==> config.mk <==
export PLATFORM = sky130hd
export DESIGN_NAME = violation_report
export DESIGN_NICKNAME = d
export VERILOG_FILES = /design/src/violation_report_pkg.sv /design/src/violation_report.sv /design/src/first_hit_capture.sv
export VERILOG_INCLUDE_DIRS = /design/src
export SDC_FILE = /design/constraint.sdc
export NUM_CORES = 1
export LEC_CHECK = 0
export BUFFER_PORTS_ARGS = -buffer_cell sky130_fd_sc_hd__buf_2
export CAP_MARGIN = 20
export CORE_MARGIN = 8
export CORE_UTILIZATION = 55
export CTS_CLUSTER_SIZE = 14
export DETAILED_ROUTE_END_ITERATION = 16
export PLACE_DENSITY_LB_ADDON = 0.05
export SLEW_MARGIN = 20
export SYNTH_ARGS = -nofsm -noshare
export SYNTH_HDL_FRONTEND = slang
export SYNTH_HIERARCHICAL = 1
export SYNTH_SLANG_ARGS = --single-unit
export TNS_END_PERCENT = 5
==> constraint.sdc <==
create_clock -name clk -period 2.3 [get_ports clk]
set_input_delay 0.575 -clock clk [delete_from_list [all_inputs] [get_ports clk]]
set_output_delay 0.575 -clock clk [all_outputs]
set_load 0.03 [all_outputs]
==> src/violation_report_cfg.svh <==
// Offsets, codes, reset values and field positions of the violation report framer.
// Assumes it is included by bare name from the package and the testbench files.
`ifndef VIOLATION_REPORT_CFG_SVH
`define VIOLATION_REPORT_CFG_SVH

// Telegram byte positions of the four report fields.
`define TEL_WARN_ANGLE_BYTE      6'd38
`define TEL_WARN_DIST_BYTE       6'd40
`define TEL_GUARD_ANGLE_BYTE     6'd42
`define TEL_GUARD_DIST_BYTE      6'd44
`define TEL_FIRST_BYTE           6'd38
`define TEL_LAST_BYTE            6'd45

// Value limits of the fields.
`define ANGLE_MIN                16'shff79
`define ANGLE_MAX                16'sh0087
`define WARN_DIST_MAX            16'h4e20
`define GUARD_DIST_MAX           16'h203a

// Status message codes.
`define STAT_RESOURCE_BACK       32'h8181ff00
`define STAT_RESOURCE_GONE       32'h8181ff01
`define STAT_CONFIG_CHANGED      32'h8181ff03

// Register byte addresses on the AXI4-Lite slave.
`define REG_CTRL                 8'h00
`define REG_STATE                8'h04
`define REG_WARN                 8'h08
`define REG_GUARD                8'h0c
`define REG_LAST_CODE            8'h10
`define REG_IRQ_STATUS           8'h14
`define REG_IRQ_ENABLE           8'h18
`define REG_IRQ_CLEAR            8'h1c

// Control register fields.
`define CTRL_ENABLE_BIT          0
`define CTRL_RESTART_BIT         1
`define CTRL_RESET               32'h00000001

// Interrupt status bit positions.
`define IRQ_PLUG_BIT             0
`define IRQ_UNPLUG_BIT           1
`define IRQ_CONFIG_BIT           2
`define IRQ_WARN_BIT             3
`define IRQ_GUARD_BIT            4
`define IRQ_WIDTH                5

// Invalid-data filler for angle and distance fields.
`define FIELD_INVALID            16'h0000

`define AXI_RESP_OKAY            2'b00
`define AXI_RESP_SLVERR          2'b10

`endif

==> src/violation_report_pkg.sv <==
// Types shared by the violation report framer files.
// Assumes the constants header sits in the same folder.
`include "violation_report_cfg.svh"

package violation_report_pkg;

	typedef enum logic [1:0] {
		unit_absent,
		unit_waiting_config,
		unit_monitoring
	} unit_state_type;

	typedef struct packed {
		logic        found;
		logic [15:0] angle;
		logic [15:0] distance;
	} hit_type;

endpackage

==> src/violation_report.sv <==
// Violation report framer for protective function B with fieldbus status messages.
// Assumes a beam stream on clk, plug and config pins from outside the clock domain,
// and an AXI4-Lite master on clk.
//
// Functional notes
// Byte 38 carries signed warning-field hit angle, -135 to +135 degrees.
// Byte 40 carries unsigned warning-field hit distance, 0 to 20000 mm.
// Byte 42 carries signed protective-field hit angle, -135 to +135 degrees.
// Byte 44 carries unsigned protective-field hit distance, 0 to 8250 mm.
// Scanner unit plugged in during operation sends code 0x8181FF00.
// Scanner unit unplugged sends code 0x8181FF01; process data becomes invalid.
// First valid configuration load sends 0x8181FF03 and enters monitoring.
// Vendor-specific status messages may be sent to the controller.
// The first hit is the earliest violated beam in rotation order.
// Multi-byte fields go out most significant byte first.
`timescale 1ns/1ns
`default_nettype none

module violation_report
	import violation_report_pkg::*;
(
	// Clock and reset.
	input  wire logic        clk,
	input  wire logic        rst_n,
	// Beam stream from the measurement core.
	input  wire logic        scan_start,
	input  wire logic        scan_end,
	input  wire logic        beam_valid,
	input  wire logic        warn_hit,
	input  wire logic        guard_hit,
	input  wire logic [15:0] beam_angle,
	input  wire logic [15:0] beam_distance,
	// Asynchronous pins.
	input  wire logic        unit_present_pin,
	input  wire logic        config_valid_pin,
	// Telegram byte read port.
	input  wire logic [5:0]  tel_addr,
	output logic [7:0]       tel_data,
	output logic             tel_hit,
	// Status message output.
	output logic             stat_valid,
	input  wire logic        stat_ready,
	output logic [31:0]      stat_code,
	output logic             monitoring,
	// AXI4-Lite slave.
	input  wire logic [7:0]  s_axi_awaddr,
	input  wire logic        s_axi_awvalid,
	output logic             s_axi_awready,
	input  wire logic [31:0] s_axi_wdata,
	input  wire logic [3:0]  s_axi_wstrb,
	input  wire logic        s_axi_wvalid,
	output logic             s_axi_wready,
	output logic [1:0]       s_axi_bresp,
	output logic             s_axi_bvalid,
	input  wire logic        s_axi_bready,
	input  wire logic [7:0]  s_axi_araddr,
	input  wire logic        s_axi_arvalid,
	output logic             s_axi_arready,
	output logic [31:0]      s_axi_rdata,
	output logic [1:0]       s_axi_rresp,
	output logic             s_axi_rvalid,
	input  wire logic        s_axi_rready,
	// Interrupt.
	output logic             irq
);

	logic [1:0]             present_sync_reg;
	logic [1:0]             config_sync_reg;
	logic                   present_reg;
	logic                   config_reg;
	unit_state_type         state_reg;
	logic                   config_seen_reg;
	logic [31:0]            ctrl_reg;
	logic [31:0]            last_code_reg;
	logic [`IRQ_WIDTH-1:0]  irq_status_reg;
	logic [`IRQ_WIDTH-1:0]  irq_enable_reg;
	logic [15:0]            warn_hit_angle_b;
	logic [15:0]            warn_hit_distance_b;
	logic [15:0]            guard_hit_angle_b;
	logic [15:0]            guard_hit_distance_b;
	hit_type                warn_result;
	hit_type                guard_result;
	logic                   warn_stb;
	logic                   guard_stb;
	logic                   plug_evt;
	logic                   unplug_evt;
	logic                   config_evt;
	logic                   data_ok;
	logic                   stream_on;
	logic [7:0]             aw_addr_reg;
	logic                   aw_full_reg;
	logic [31:0]            w_data_reg;
	logic [3:0]             w_strb_reg;
	logic                   w_full_reg;
	logic                   wr_fire;
	logic [`IRQ_WIDTH-1:0]  irq_clear;
	logic [31:0]            ctrl_wr_mask;

	// Pins cross into clk through two flip-flops before any use.
	always_ff @(posedge clk or negedge rst_n) begin
		if (!rst_n) begin
			present_sync_reg <= 2'b00;
			config_sync_reg  <= 2'b00;
			present_reg      <= 1'b0;
			config_reg       <= 1'b0;
		end else begin
			present_sync_reg <= {present_sync_reg[0], unit_present_pin};
			config_sync_reg  <= {config_sync_reg[0], config_valid_pin};
			present_reg      <= present_sync_reg[1];
			config_reg       <= config_sync_reg[1];
		end
	end

	assign plug_evt   = present_sync_reg[1] && !present_reg;
	assign unplug_evt = !present_sync_reg[1] && present_reg;
	assign config_evt = config_sync_reg[1] && !config_reg && !config_seen_reg && present_reg;
	assign stream_on  = ctrl_reg[`CTRL_ENABLE_BIT] && data_ok;

	first_hit_capture warn_capture (
		.clk           (clk),
		.rst_n         (rst_n),
		.scan_start    (scan_start),
		.scan_end      (scan_end && stream_on),
		.beam_valid    (beam_valid && stream_on),
		.beam_hit      (warn_hit),
		.beam_angle    (beam_angle),
		.beam_distance (beam_distance),
		.distance_max  (`WARN_DIST_MAX),
		.result        (warn_result),
		.result_stb    (warn_stb)
	);

	first_hit_capture guard_capture (
		.clk           (clk),
		.rst_n         (rst_n),
		.scan_start    (scan_start),
		.scan_end      (scan_end && stream_on),
		.beam_valid    (beam_valid && stream_on),
		.beam_hit      (guard_hit),
		.beam_angle    (beam_angle),
		.beam_distance (beam_distance),
		.distance_max  (`GUARD_DIST_MAX),
		.result        (guard_result),
		.result_stb    (guard_stb)
	);

	// Unit lifecycle: absent, waiting for a valid configuration, monitoring.
	always_ff @(posedge clk or negedge rst_n) begin
		if (!rst_n) begin
			state_reg       <= unit_absent;
			config_seen_reg <= 1'b0;
		end else begin
			unique case (state_reg)
				unit_absent: begin
					if (plug_evt) begin
						state_reg <= config_seen_reg ? unit_monitoring : unit_waiting_config;
					end
				end
				unit_waiting_config: begin
					if (unplug_evt) begin
						state_reg <= unit_absent;
					end else if (config_evt) begin
						state_reg       <= unit_monitoring;
						config_seen_reg <= 1'b1;
					end
				end
				unit_monitoring: begin
					if (unplug_evt) begin
						state_reg <= unit_absent;
					end
				end
			endcase
			if (ctrl_wr_mask[`CTRL_RESTART_BIT]) begin
				config_seen_reg <= 1'b0;
			end
		end
	end

	assign data_ok    = (state_reg == unit_monitoring);
	assign monitoring = data_ok;

	// Status message offer; a new event replaces one not yet taken, newest wins.
	always_ff @(posedge clk or negedge rst_n) begin
		if (!rst_n) begin
			stat_valid    <= 1'b0;
			stat_code     <= 32'h00000000;
			last_code_reg <= 32'h00000000;
		end else begin
			if (stat_valid && stat_ready) begin
				stat_valid <= 1'b0;
			end
			if (unplug_evt) begin
				stat_valid    <= 1'b1;
				stat_code     <= `STAT_RESOURCE_GONE;
				last_code_reg <= `STAT_RESOURCE_GONE;
			end else if (plug_evt) begin
				stat_valid    <= 1'b1;
				stat_code     <= `STAT_RESOURCE_BACK;
				last_code_reg <= `STAT_RESOURCE_BACK;
			end else if (config_evt && state_reg == unit_waiting_config) begin
				stat_valid    <= 1'b1;
				stat_code     <= `STAT_CONFIG_CHANGED;
				last_code_reg <= `STAT_CONFIG_CHANGED;
			end
		end
	end

	// Report fields; cleared when the unit stops delivering valid data.
	always_ff @(posedge clk or negedge rst_n) begin
		if (!rst_n) begin
			warn_hit_angle_b     <= `FIELD_INVALID;
			warn_hit_distance_b  <= `FIELD_INVALID;
			guard_hit_angle_b    <= `FIELD_INVALID;
			guard_hit_distance_b <= `FIELD_INVALID;
		end else if (!data_ok) begin
			warn_hit_angle_b     <= `FIELD_INVALID;
			warn_hit_distance_b  <= `FIELD_INVALID;
			guard_hit_angle_b    <= `FIELD_INVALID;
			guard_hit_distance_b <= `FIELD_INVALID;
		end else begin
			if (warn_stb) begin
				warn_hit_angle_b    <= warn_result.found ? warn_result.angle : `FIELD_INVALID;
				warn_hit_distance_b <= warn_result.found ? warn_result.distance : `FIELD_INVALID;
			end
			if (guard_stb) begin
				guard_hit_angle_b    <= guard_result.found ? guard_result.angle : `FIELD_INVALID;
				guard_hit_distance_b <= guard_result.found ? guard_result.distance : `FIELD_INVALID;
			end
		end
	end

	// Telegram byte port, big-endian fields.
	always_ff @(posedge clk or negedge rst_n) begin
		if (!rst_n) begin
			tel_data <= 8'h00;
			tel_hit  <= 1'b0;
		end else begin
			tel_hit <= (tel_addr >= `TEL_FIRST_BYTE) && (tel_addr <= `TEL_LAST_BYTE);
			unique case (tel_addr)
				`TEL_WARN_ANGLE_BYTE:          tel_data <= warn_hit_angle_b[15:8];
				`TEL_WARN_ANGLE_BYTE + 6'd1:   tel_data <= warn_hit_angle_b[7:0];
				`TEL_WARN_DIST_BYTE:           tel_data <= warn_hit_distance_b[15:8];
				`TEL_WARN_DIST_BYTE + 6'd1:    tel_data <= warn_hit_distance_b[7:0];
				`TEL_GUARD_ANGLE_BYTE:         tel_data <= guard_hit_angle_b[15:8];
				`TEL_GUARD_ANGLE_BYTE + 6'd1:  tel_data <= guard_hit_angle_b[7:0];
				`TEL_GUARD_DIST_BYTE:          tel_data <= guard_hit_distance_b[15:8];
				`TEL_GUARD_DIST_BYTE + 6'd1:   tel_data <= guard_hit_distance_b[7:0];
				default:                       tel_data <= 8'h00;
			endcase
		end
	end

	// AXI write path: address and data are held independently until both are in.
	assign s_axi_awready = !aw_full_reg && !s_axi_bvalid;
	assign s_axi_wready  = !w_full_reg && !s_axi_bvalid;
	assign wr_fire       = aw_full_reg && w_full_reg && !s_axi_bvalid;

	always_ff @(posedge clk or negedge rst_n) begin
		if (!rst_n) begin
			aw_full_reg  <= 1'b0;
			aw_addr_reg  <= 8'h00;
			w_full_reg   <= 1'b0;
			w_data_reg   <= 32'h00000000;
			w_strb_reg   <= 4'h0;
			s_axi_bvalid <= 1'b0;
			s_axi_bresp  <= `AXI_RESP_OKAY;
		end else begin
			if (s_axi_awvalid && s_axi_awready) begin
				aw_full_reg <= 1'b1;
				aw_addr_reg <= s_axi_awaddr;
			end
			if (s_axi_wvalid && s_axi_wready) begin
				w_full_reg <= 1'b1;
				w_data_reg <= s_axi_wdata;
				w_strb_reg <= s_axi_wstrb;
			end
			if (wr_fire) begin
				aw_full_reg  <= 1'b0;
				w_full_reg   <= 1'b0;
				s_axi_bvalid <= 1'b1;
				unique case (aw_addr_reg)
					`REG_CTRL, `REG_IRQ_ENABLE, `REG_IRQ_CLEAR: s_axi_bresp <= `AXI_RESP_OKAY;
					default:                                   s_axi_bresp <= `AXI_RESP_SLVERR;
				endcase
			end else if (s_axi_bvalid && s_axi_bready) begin
				s_axi_bvalid <= 1'b0;
			end
		end
	end

	function automatic logic [31:0] strb_mask(input logic [3:0] strb);
		for (int i = 0; i < 4; i++) begin
			strb_mask[i*8 +: 8] = {8{strb[i]}};
		end
	endfunction

	assign ctrl_wr_mask = (wr_fire && aw_addr_reg == `REG_CTRL) ? (w_data_reg & strb_mask(w_strb_reg)) : 32'h0;
	assign irq_clear    = (wr_fire && aw_addr_reg == `REG_IRQ_CLEAR) ? w_data_reg[`IRQ_WIDTH-1:0] : '0;

	// The restart bit is a self-clearing strobe and never stored.
	always_ff @(posedge clk or negedge rst_n) begin
		if (!rst_n) begin
			ctrl_reg       <= `CTRL_RESET;
			irq_enable_reg <= '0;
		end else if (wr_fire) begin
			if (aw_addr_reg == `REG_CTRL) begin
				ctrl_reg <= ((ctrl_reg & ~strb_mask(w_strb_reg)) | ctrl_wr_mask) & 32'h00000001;
			end
			if (aw_addr_reg == `REG_IRQ_ENABLE && w_strb_reg[0]) begin
				irq_enable_reg <= w_data_reg[`IRQ_WIDTH-1:0];
			end
		end
	end

	// Sticky events; a set in the same cycle as its clear wins.
	always_ff @(posedge clk or negedge rst_n) begin
		if (!rst_n) begin
			irq_status_reg <= '0;
		end else begin
			irq_status_reg <= (irq_status_reg & ~irq_clear) | {
				guard_stb && guard_result.found && data_ok,
				warn_stb && warn_result.found && data_ok,
				config_evt && state_reg == unit_waiting_config,
				unplug_evt,
				plug_evt
			};
		end
	end

	assign irq = |(irq_status_reg & irq_enable_reg);

	// AXI read path: one cycle to answer.
	assign s_axi_arready = !s_axi_rvalid;

	always_ff @(posedge clk or negedge rst_n) begin
		if (!rst_n) begin
			s_axi_rvalid <= 1'b0;
			s_axi_rdata  <= 32'h00000000;
			s_axi_rresp  <= `AXI_RESP_OKAY;
		end else if (s_axi_arvalid && s_axi_arready) begin
			s_axi_rvalid <= 1'b1;
			s_axi_rresp  <= `AXI_RESP_OKAY;
			unique case (s_axi_araddr)
				`REG_CTRL:       s_axi_rdata <= ctrl_reg;
				`REG_STATE:      s_axi_rdata <= {27'h0, config_seen_reg, present_reg, data_ok, state_reg};
				`REG_WARN:       s_axi_rdata <= {warn_hit_angle_b, warn_hit_distance_b};
				`REG_GUARD:      s_axi_rdata <= {guard_hit_angle_b, guard_hit_distance_b};
				`REG_LAST_CODE:  s_axi_rdata <= last_code_reg;
				`REG_IRQ_STATUS: s_axi_rdata <= {27'h0, irq_status_reg};
				`REG_IRQ_ENABLE: s_axi_rdata <= {27'h0, irq_enable_reg};
				`REG_IRQ_CLEAR:  s_axi_rdata <= 32'h00000000;
				default: begin
					s_axi_rdata <= 32'h00000000;
					s_axi_rresp <= `AXI_RESP_SLVERR;
				end
			endcase
		end else if (s_axi_rvalid && s_axi_rready) begin
			s_axi_rvalid <= 1'b0;
		end
	end

endmodule

`default_nettype wire

==> src/first_hit_capture.sv <==
// Finds the first violated beam of one field over a scan sweep.
// Assumes beams arrive in rotation order, one per beam_valid, framed by scan_start.
`timescale 1ns/1ns
`default_nettype none

module first_hit_capture
	import violation_report_pkg::*;
(
	// Clock and reset.
	input  wire logic        clk,
	input  wire logic        rst_n,
	// Beam stream.
	input  wire logic        scan_start,
	input  wire logic        scan_end,
	input  wire logic        beam_valid,
	input  wire logic        beam_hit,
	input  wire logic [15:0] beam_angle,
	input  wire logic [15:0] beam_distance,
	input  wire logic [15:0] distance_max,
	// Result of the last completed sweep.
	output var  hit_type     result,
	output logic             result_stb
);

	hit_type sweep_reg;

	function automatic logic angle_ok(input logic [15:0] a);
		angle_ok = ($signed(a) >= `ANGLE_MIN) && ($signed(a) <= `ANGLE_MAX);
	endfunction

	// Only the earliest hit of the sweep inside the angle limits is kept; later hits are ignored.
	always_ff @(posedge clk or negedge rst_n) begin
		if (!rst_n) begin
			sweep_reg <= '0;
		end else if (scan_start) begin
			sweep_reg <= '0;
		end else if (beam_valid && beam_hit && !sweep_reg.found && angle_ok(beam_angle)) begin
			sweep_reg.found    <= 1'b1;
			sweep_reg.angle    <= beam_angle;
			sweep_reg.distance <= (beam_distance > distance_max) ? distance_max : beam_distance;
		end
	end

	always_ff @(posedge clk or negedge rst_n) begin
		if (!rst_n) begin
			result     <= '0;
			result_stb <= 1'b0;
		end else begin
			result_stb <= scan_end;
			if (scan_end) begin
				result <= sweep_reg;
			end
		end
	end

endmodule

`default_nettype wire

**Yosys cells after proc, flatten, opt, wreduce, memory -nomap -nowiden**

Cells that the tools add are included.

- Add/subtract/negate cells: 0
- Multiply operators: 0
- Divide/modulo/power cells: 0
- $lt $le $gt $ge: 6
- Eq/ne operators: 24
- Shift-type cells: 0
- Multiplexer cells: 49
- Bitwise gates (word level): 8
- Reductions and logical operators: 64

Operators by type and width:

| operator | count |
|---|---|
| 16-bit two-way mux | 14 |
| 32-bit case mux with 7 select lines | 1 |
| 33-bit two-way mux | 4 |
| 32-bit two-way mux | 3 |
| 8-bit case mux with 8 select lines | 1 |
| 6-bit == test, second input constant | 8 |
| 8-bit by 5-bit == test with 1-bit output, second input constant | 6 |
| 1-bit logical AND | 34 |
| 8-bit by 4-bit == test with 1-bit output, second input constant | 2 |
| 16-bit by 9-bit greater-or-equal comparator with 1-bit output, second input constant | 1 |
| 16-bit by 14-bit > comparator with 1-bit output, second input constant | 1 |
| 16-bit by 15-bit > comparator with 1-bit output, second input constant | 1 |
| 16-bit by 9-bit <= comparator with 1-bit output, second input constant | 1 |
| 8-bit logical NOT | 2 |
| 1-bit two-way mux | 16 |
| 2-bit two-way mux | 8 |
| 2-bit nonzero test | 8 |
| 5-bit AND | 2 |
| 1-bit logical NOT | 10 |
| 8-bit by 3-bit == test with 1-bit output, second input constant | 1 |
| 8-bit OR reduction | 1 |
| 6-bit greater-or-equal comparator, second input constant | 1 |
| 6-bit <= comparator, second input constant | 1 |
| 2-bit case mux with 3 select lines | 1 |
| 19 further kinds | 23 |

- Register bits after elaboration: 313
- Latch bits: 0
- Memory bits (writable): 0
- Memory bits (read-only): 0
- Word-level logic and storage cells: 191
- Memories: 0

**Longest topological paths before layout**

- Depth after elaboration: 8
- Depth in mapped cells: 9

**Cells and area by module**

Netlist, hierarchy kept.

Modules (own cells, without submodules):

| module | instances | cells an instance | area each (µm²) | sequential area each (µm²) |
|---|---|---|---|---|
| violation_report | 1 | 582 | 6,784.0 | 3,729.8 |
| first_hit_capture | 2 | 235 | 3,133.0 | 1,676.6 |

**Worst setup path after synthesis**

Ideal clock, no wire load.

- Path type: input port to flip-flop
- From: in beam_distance[15]
- To: reg guard_capture/sweep_reg[10] in the netlist's numbering
- Data arrival time: 2,210 ps
- Required time: 2,160 ps
- Path slack: -50 ps
- Cell stages on the path: 7
- Path buffers: 1
- Cell sequence: ha_1 nand4_2 a2111o_1 a31oi_4 buf_12 mux2i_1 o2bb2ai_2

- Longest elaborated chain between the ends: 4

Ends and longest elaborated chain:

| what | line | text |
|---|---|---|
| from (decl) | violation_report.sv:32 | `input wire logic [15:0] beam_distance,` |
| 16-bit by 14-bit > comparator with 1-bit output | first_hit_capture.sv:40 | `sweep_reg.distance <= (beam_distance > distance_max) ? distance_max : beam_distance;` |
| 16-bit two-way mux | first_hit_capture.sv:40 |  |
| 33-bit two-way mux | first_hit_capture.sv:37 | `end else if (beam_valid && beam_hit && !sweep_reg.found && angle_ok(beam_angle)) begin` |
| 33-bit two-way mux | first_hit_capture.sv:35 | `end else if (scan_start) begin` |
| to (decl) | first_hit_capture.sv:25 | `hit_type sweep_reg;` |

No other way between the ends. The select of a mux whose other input is x is not followed.
A chain may end at the register's enable or synchronous reset.

**Worst setup path in the final report**

- From: reg irq_enable_reg[3]
- To: out irq

- Longest elaborated chain between the ends: 2

Ends and longest elaborated chain:

| what | line | text |
|---|---|---|
| from (decl) | violation_report.sv:76 | `` logic [`IRQ_WIDTH-1:0] irq_enable_reg; `` |
| from (signal assigned) | violation_report.sv:310 | `` irq_enable_reg <= w_data_reg[`IRQ_WIDTH-1:0]; `` |
| 5-bit AND | violation_report.sv:330 | `assign irq = \|(irq_status_reg & irq_enable_reg);` |
| 5-bit OR reduction | violation_report.sv:330 |  |
| to (decl) | violation_report.sv:64 | `output logic irq` |

No other way between the ends.

==> out/results.ini <==
[clock_tree]
clockRootBuffer = clkbuf_16
clock_sinks = 283
cts_made_buffers = 30
clk-insertion-delay-late_ps = 550
h-tree-depth = 1
clock_path_buffers = 3
tritoncts = built
cts.clk_slew.worst_paths_ps = 50

[global_routing]
grt_pass1_vias = 8972
grt_usage = 0.221
grt_pass1_wl_um = 50700
grt.overflow.total = 0
antenna_found_initial = 0
grt_max_degree = 73

[yosys]
synth_area_sq_um = 13100
synth-seq-area-share = 0.543
synth_top_family_by_area = compound AO/OA/AOI/OAI gates
synth_top_area_share = 0.541
synth_xor_area_frac = 0.000671
ys_types = 64
yosys.area_share.simple = 0.0690
ys_warn_count = 6
synth_compound_area_frac = 0.165
ys_ff_latch = 283
synth_area_leaders = dfrtp_1, mux2_2, a22o_1, mux2i_1, ha_1
synth_ff_type = dfrtp_1
synth-edff-count = 0
yosysTopAreaCell = dfrtp_1
synth_fa_ha_area_frac = 0.0355
muxShareOfSynthArea = 0.135
async_reset_ff_frac = 1.00
syn_inst = 1052
synth.avg_cell_area_sq_um = 12.4

[final_layout]
area_growth_pct = 19.5
final_nets = 1419
drive_gt1_frac = 0.304
antenna_cells = 0
design_area_sq_um = 15600
fin_util = 0.666
layout.cells.non_filler = 1616
fill_cells = 1826

[timing]
finalCritPeriodShare = 0.973
rsz0062_at_grt = yes
fin_crit_ps = 2240
final_hold_viol_count = 0
fin_ws_ps = 61.9
timing.fmax_ghz = 0.447
relSlewSlack = 0.577
setup_viol = 0
report.final.slew_viol_count = 0
skew_ps = 20.5
worst_pin_slew_ps = 633

[worst_setup_path]
critical_path_arrival_ps = 1660
worstPathRequired_ps = 1730
startpoint_type = flip-flop
cp_max_fo = 3
path_class = reg -> out
worst_setup_path_end_kind = output port

[min_path]
min-delay-path-class = in -> reg

[floorplanning]
die_area_sq_um = 28900
die_height_um = 170
ios = 190
die_w_um = 170
core_sq_um = 23400
rows = 56
start_util = 0.558

[route]
vias = 9100
wl_um = 32200
postRouteAntennaNets = 0
wl_per_cell_um = 20.0
drc = 0
drt_iter0_drc = 723
via_per_inst = 5.63
first_pass_iters = 5

[power]
p_per_area_nw_per_um2 = 763
vdd_drop_max_mv = 0.500
total_power_mw = 11.9
leakagePower_nw = 7.91

[job]
drv_cap = 0

[place]
dp_slack_ps = -169
place.gp.congestion = 0.894
place_inst = 1560
dpl_cell_area_sq_um = 14600
dp_hpwl_um = 23500
portBuffers = 139

[outcome]
status = completed

-- stage by stage --
| step | hold WS [ps] | TNS, ps |
|---|---|---|
| 2_1_floorplan | 279 | -124 |
| 3_3_place_gp | 336 | -2230 |
| 3_5_place_dp | 340 | -4500 |
| 4_1_cts | 130 | 0 |
| 5_1_grt | 134 | -76.4 |
| 6_report | 150 | 0 |
-- placed cells by master, fill, tap and decap left out, drive strengths merged, types with 14 or more instances in the layout --
cell type	netlist	routed
buf	49	204
nor2	23	23
a21o	22	22
o2bb2ai	32	32
nand4	14	14
clkbuf	45	44
a22o	81	81
conb	2	84
ha	37	37
dfrtp	282	282
mux2	107	107
mux2i	53	53
inv	44	44
o21ai	40	40
a21oi	31	31
nand2	56	56
-- where the power goes --
group / total (mW) / switching (mW) / internal, mW / leakage (nW)
combinational: 1.92 / 1.16 / 0.756 / 3.59
clock: 4.58 / 1.89 / 2.69 / 0.463
sequential: 5.41 / 0.198 / 5.21 / 3.86
total: 11.9 / 3.24 / 8.66 / 7.91
-- worst max-delay path, stage by stage (launching register included) --
cell and delay, ps:
dfrtp_1 410, a222oi_1 400, nand2_1 150, buf_6 160
-- layer usage --
layer	track usage	vias up	wire length, um
met5	0	-	0
met4	0.0580	0	671
met3	0.0385	55	2400
met2	0.330	299	14200
met1	0.328	4504	15000
li1	-	4242	-
-- worst paths after layout --
check | startpoint | endpoint | slack, ps | cells past startpoint
setup reg to reg | aw_addr_reg[0]$_DFFE_PN0P_ | irq_enable_reg[0]$_DFFE_PN0P_ | 130 | 4
max in group asynchronous | rst_n | warn_capture/result[7]$_DFFE_PN0P_ | 1110 | 3
setup / recovery | irq_enable_reg[3]$_DFFE_PN0P_ | irq | 60 | 3
hold / removal | unit_present_pin | present_sync_reg[0]$_DFF_PN0_ | 150 | 1
hold reg to reg | config_sync_reg[0]$_DFF_PN0_ | config_sync_reg[1]$_DFF_PN0_ | 360 | 0
min in group asynchronous | rst_n | tel_data[0]$_DFF_PN0_ | 500 | 2
-- synth_stat cells, types with 8 or more instances --
master       n
a32oi_1      8
clkbuf_1    45
mux2_2     107
o2bb2ai_2   20
buf_1        9
nand3_1     10
a22o_1      81
a222oi_1     9
o2bb2ai_1   12
and3_1      10
inv_1       44
ha_1        37
a21oi_1     31
nand4_1     12
o21ai_0     40
nand2_1     56
nor2_1      23
buf_4       31
dfrtp_1    282
nor4_1      10
a21o_1      22
a22oi_1      9
mux2i_1     53
-- final cells by class --
type / instances / area, sq um / area share
tap: 319 / 399 / 0.0256
multi-input combinational: 713 / 5620 / 0.360
clock inverter: 8 / 78.8 / 0.00506
sequential: 283 / 7080 / 0.454
inverter: 44 / 165 / 0.0106
timing repair buffer: 205 / 1390 / 0.0888
clock buffer: 44 / 863 / 0.0554
-- cells by family after synthesis --
family,Yosys count
other,2
adders and majority gates,37
muxes,161
xor gates and xnor gates,1
AOI/OAI and AO/OA,262
and+or+nand+nor,168
buffers and inverters,138
DFF,283
-- repair_timing --
item | CTS | global route
pin swaps | 0 | 2
resized for setup | 1 | 4
cloned | 0 | 0
endpoints found under the hold margin | 32 | 0
hold buffers | 1 | 0
buffers inserted | 0 | 3
setup endpoints to repair | 1 | 2
Power figures use the tool's default switching activity.
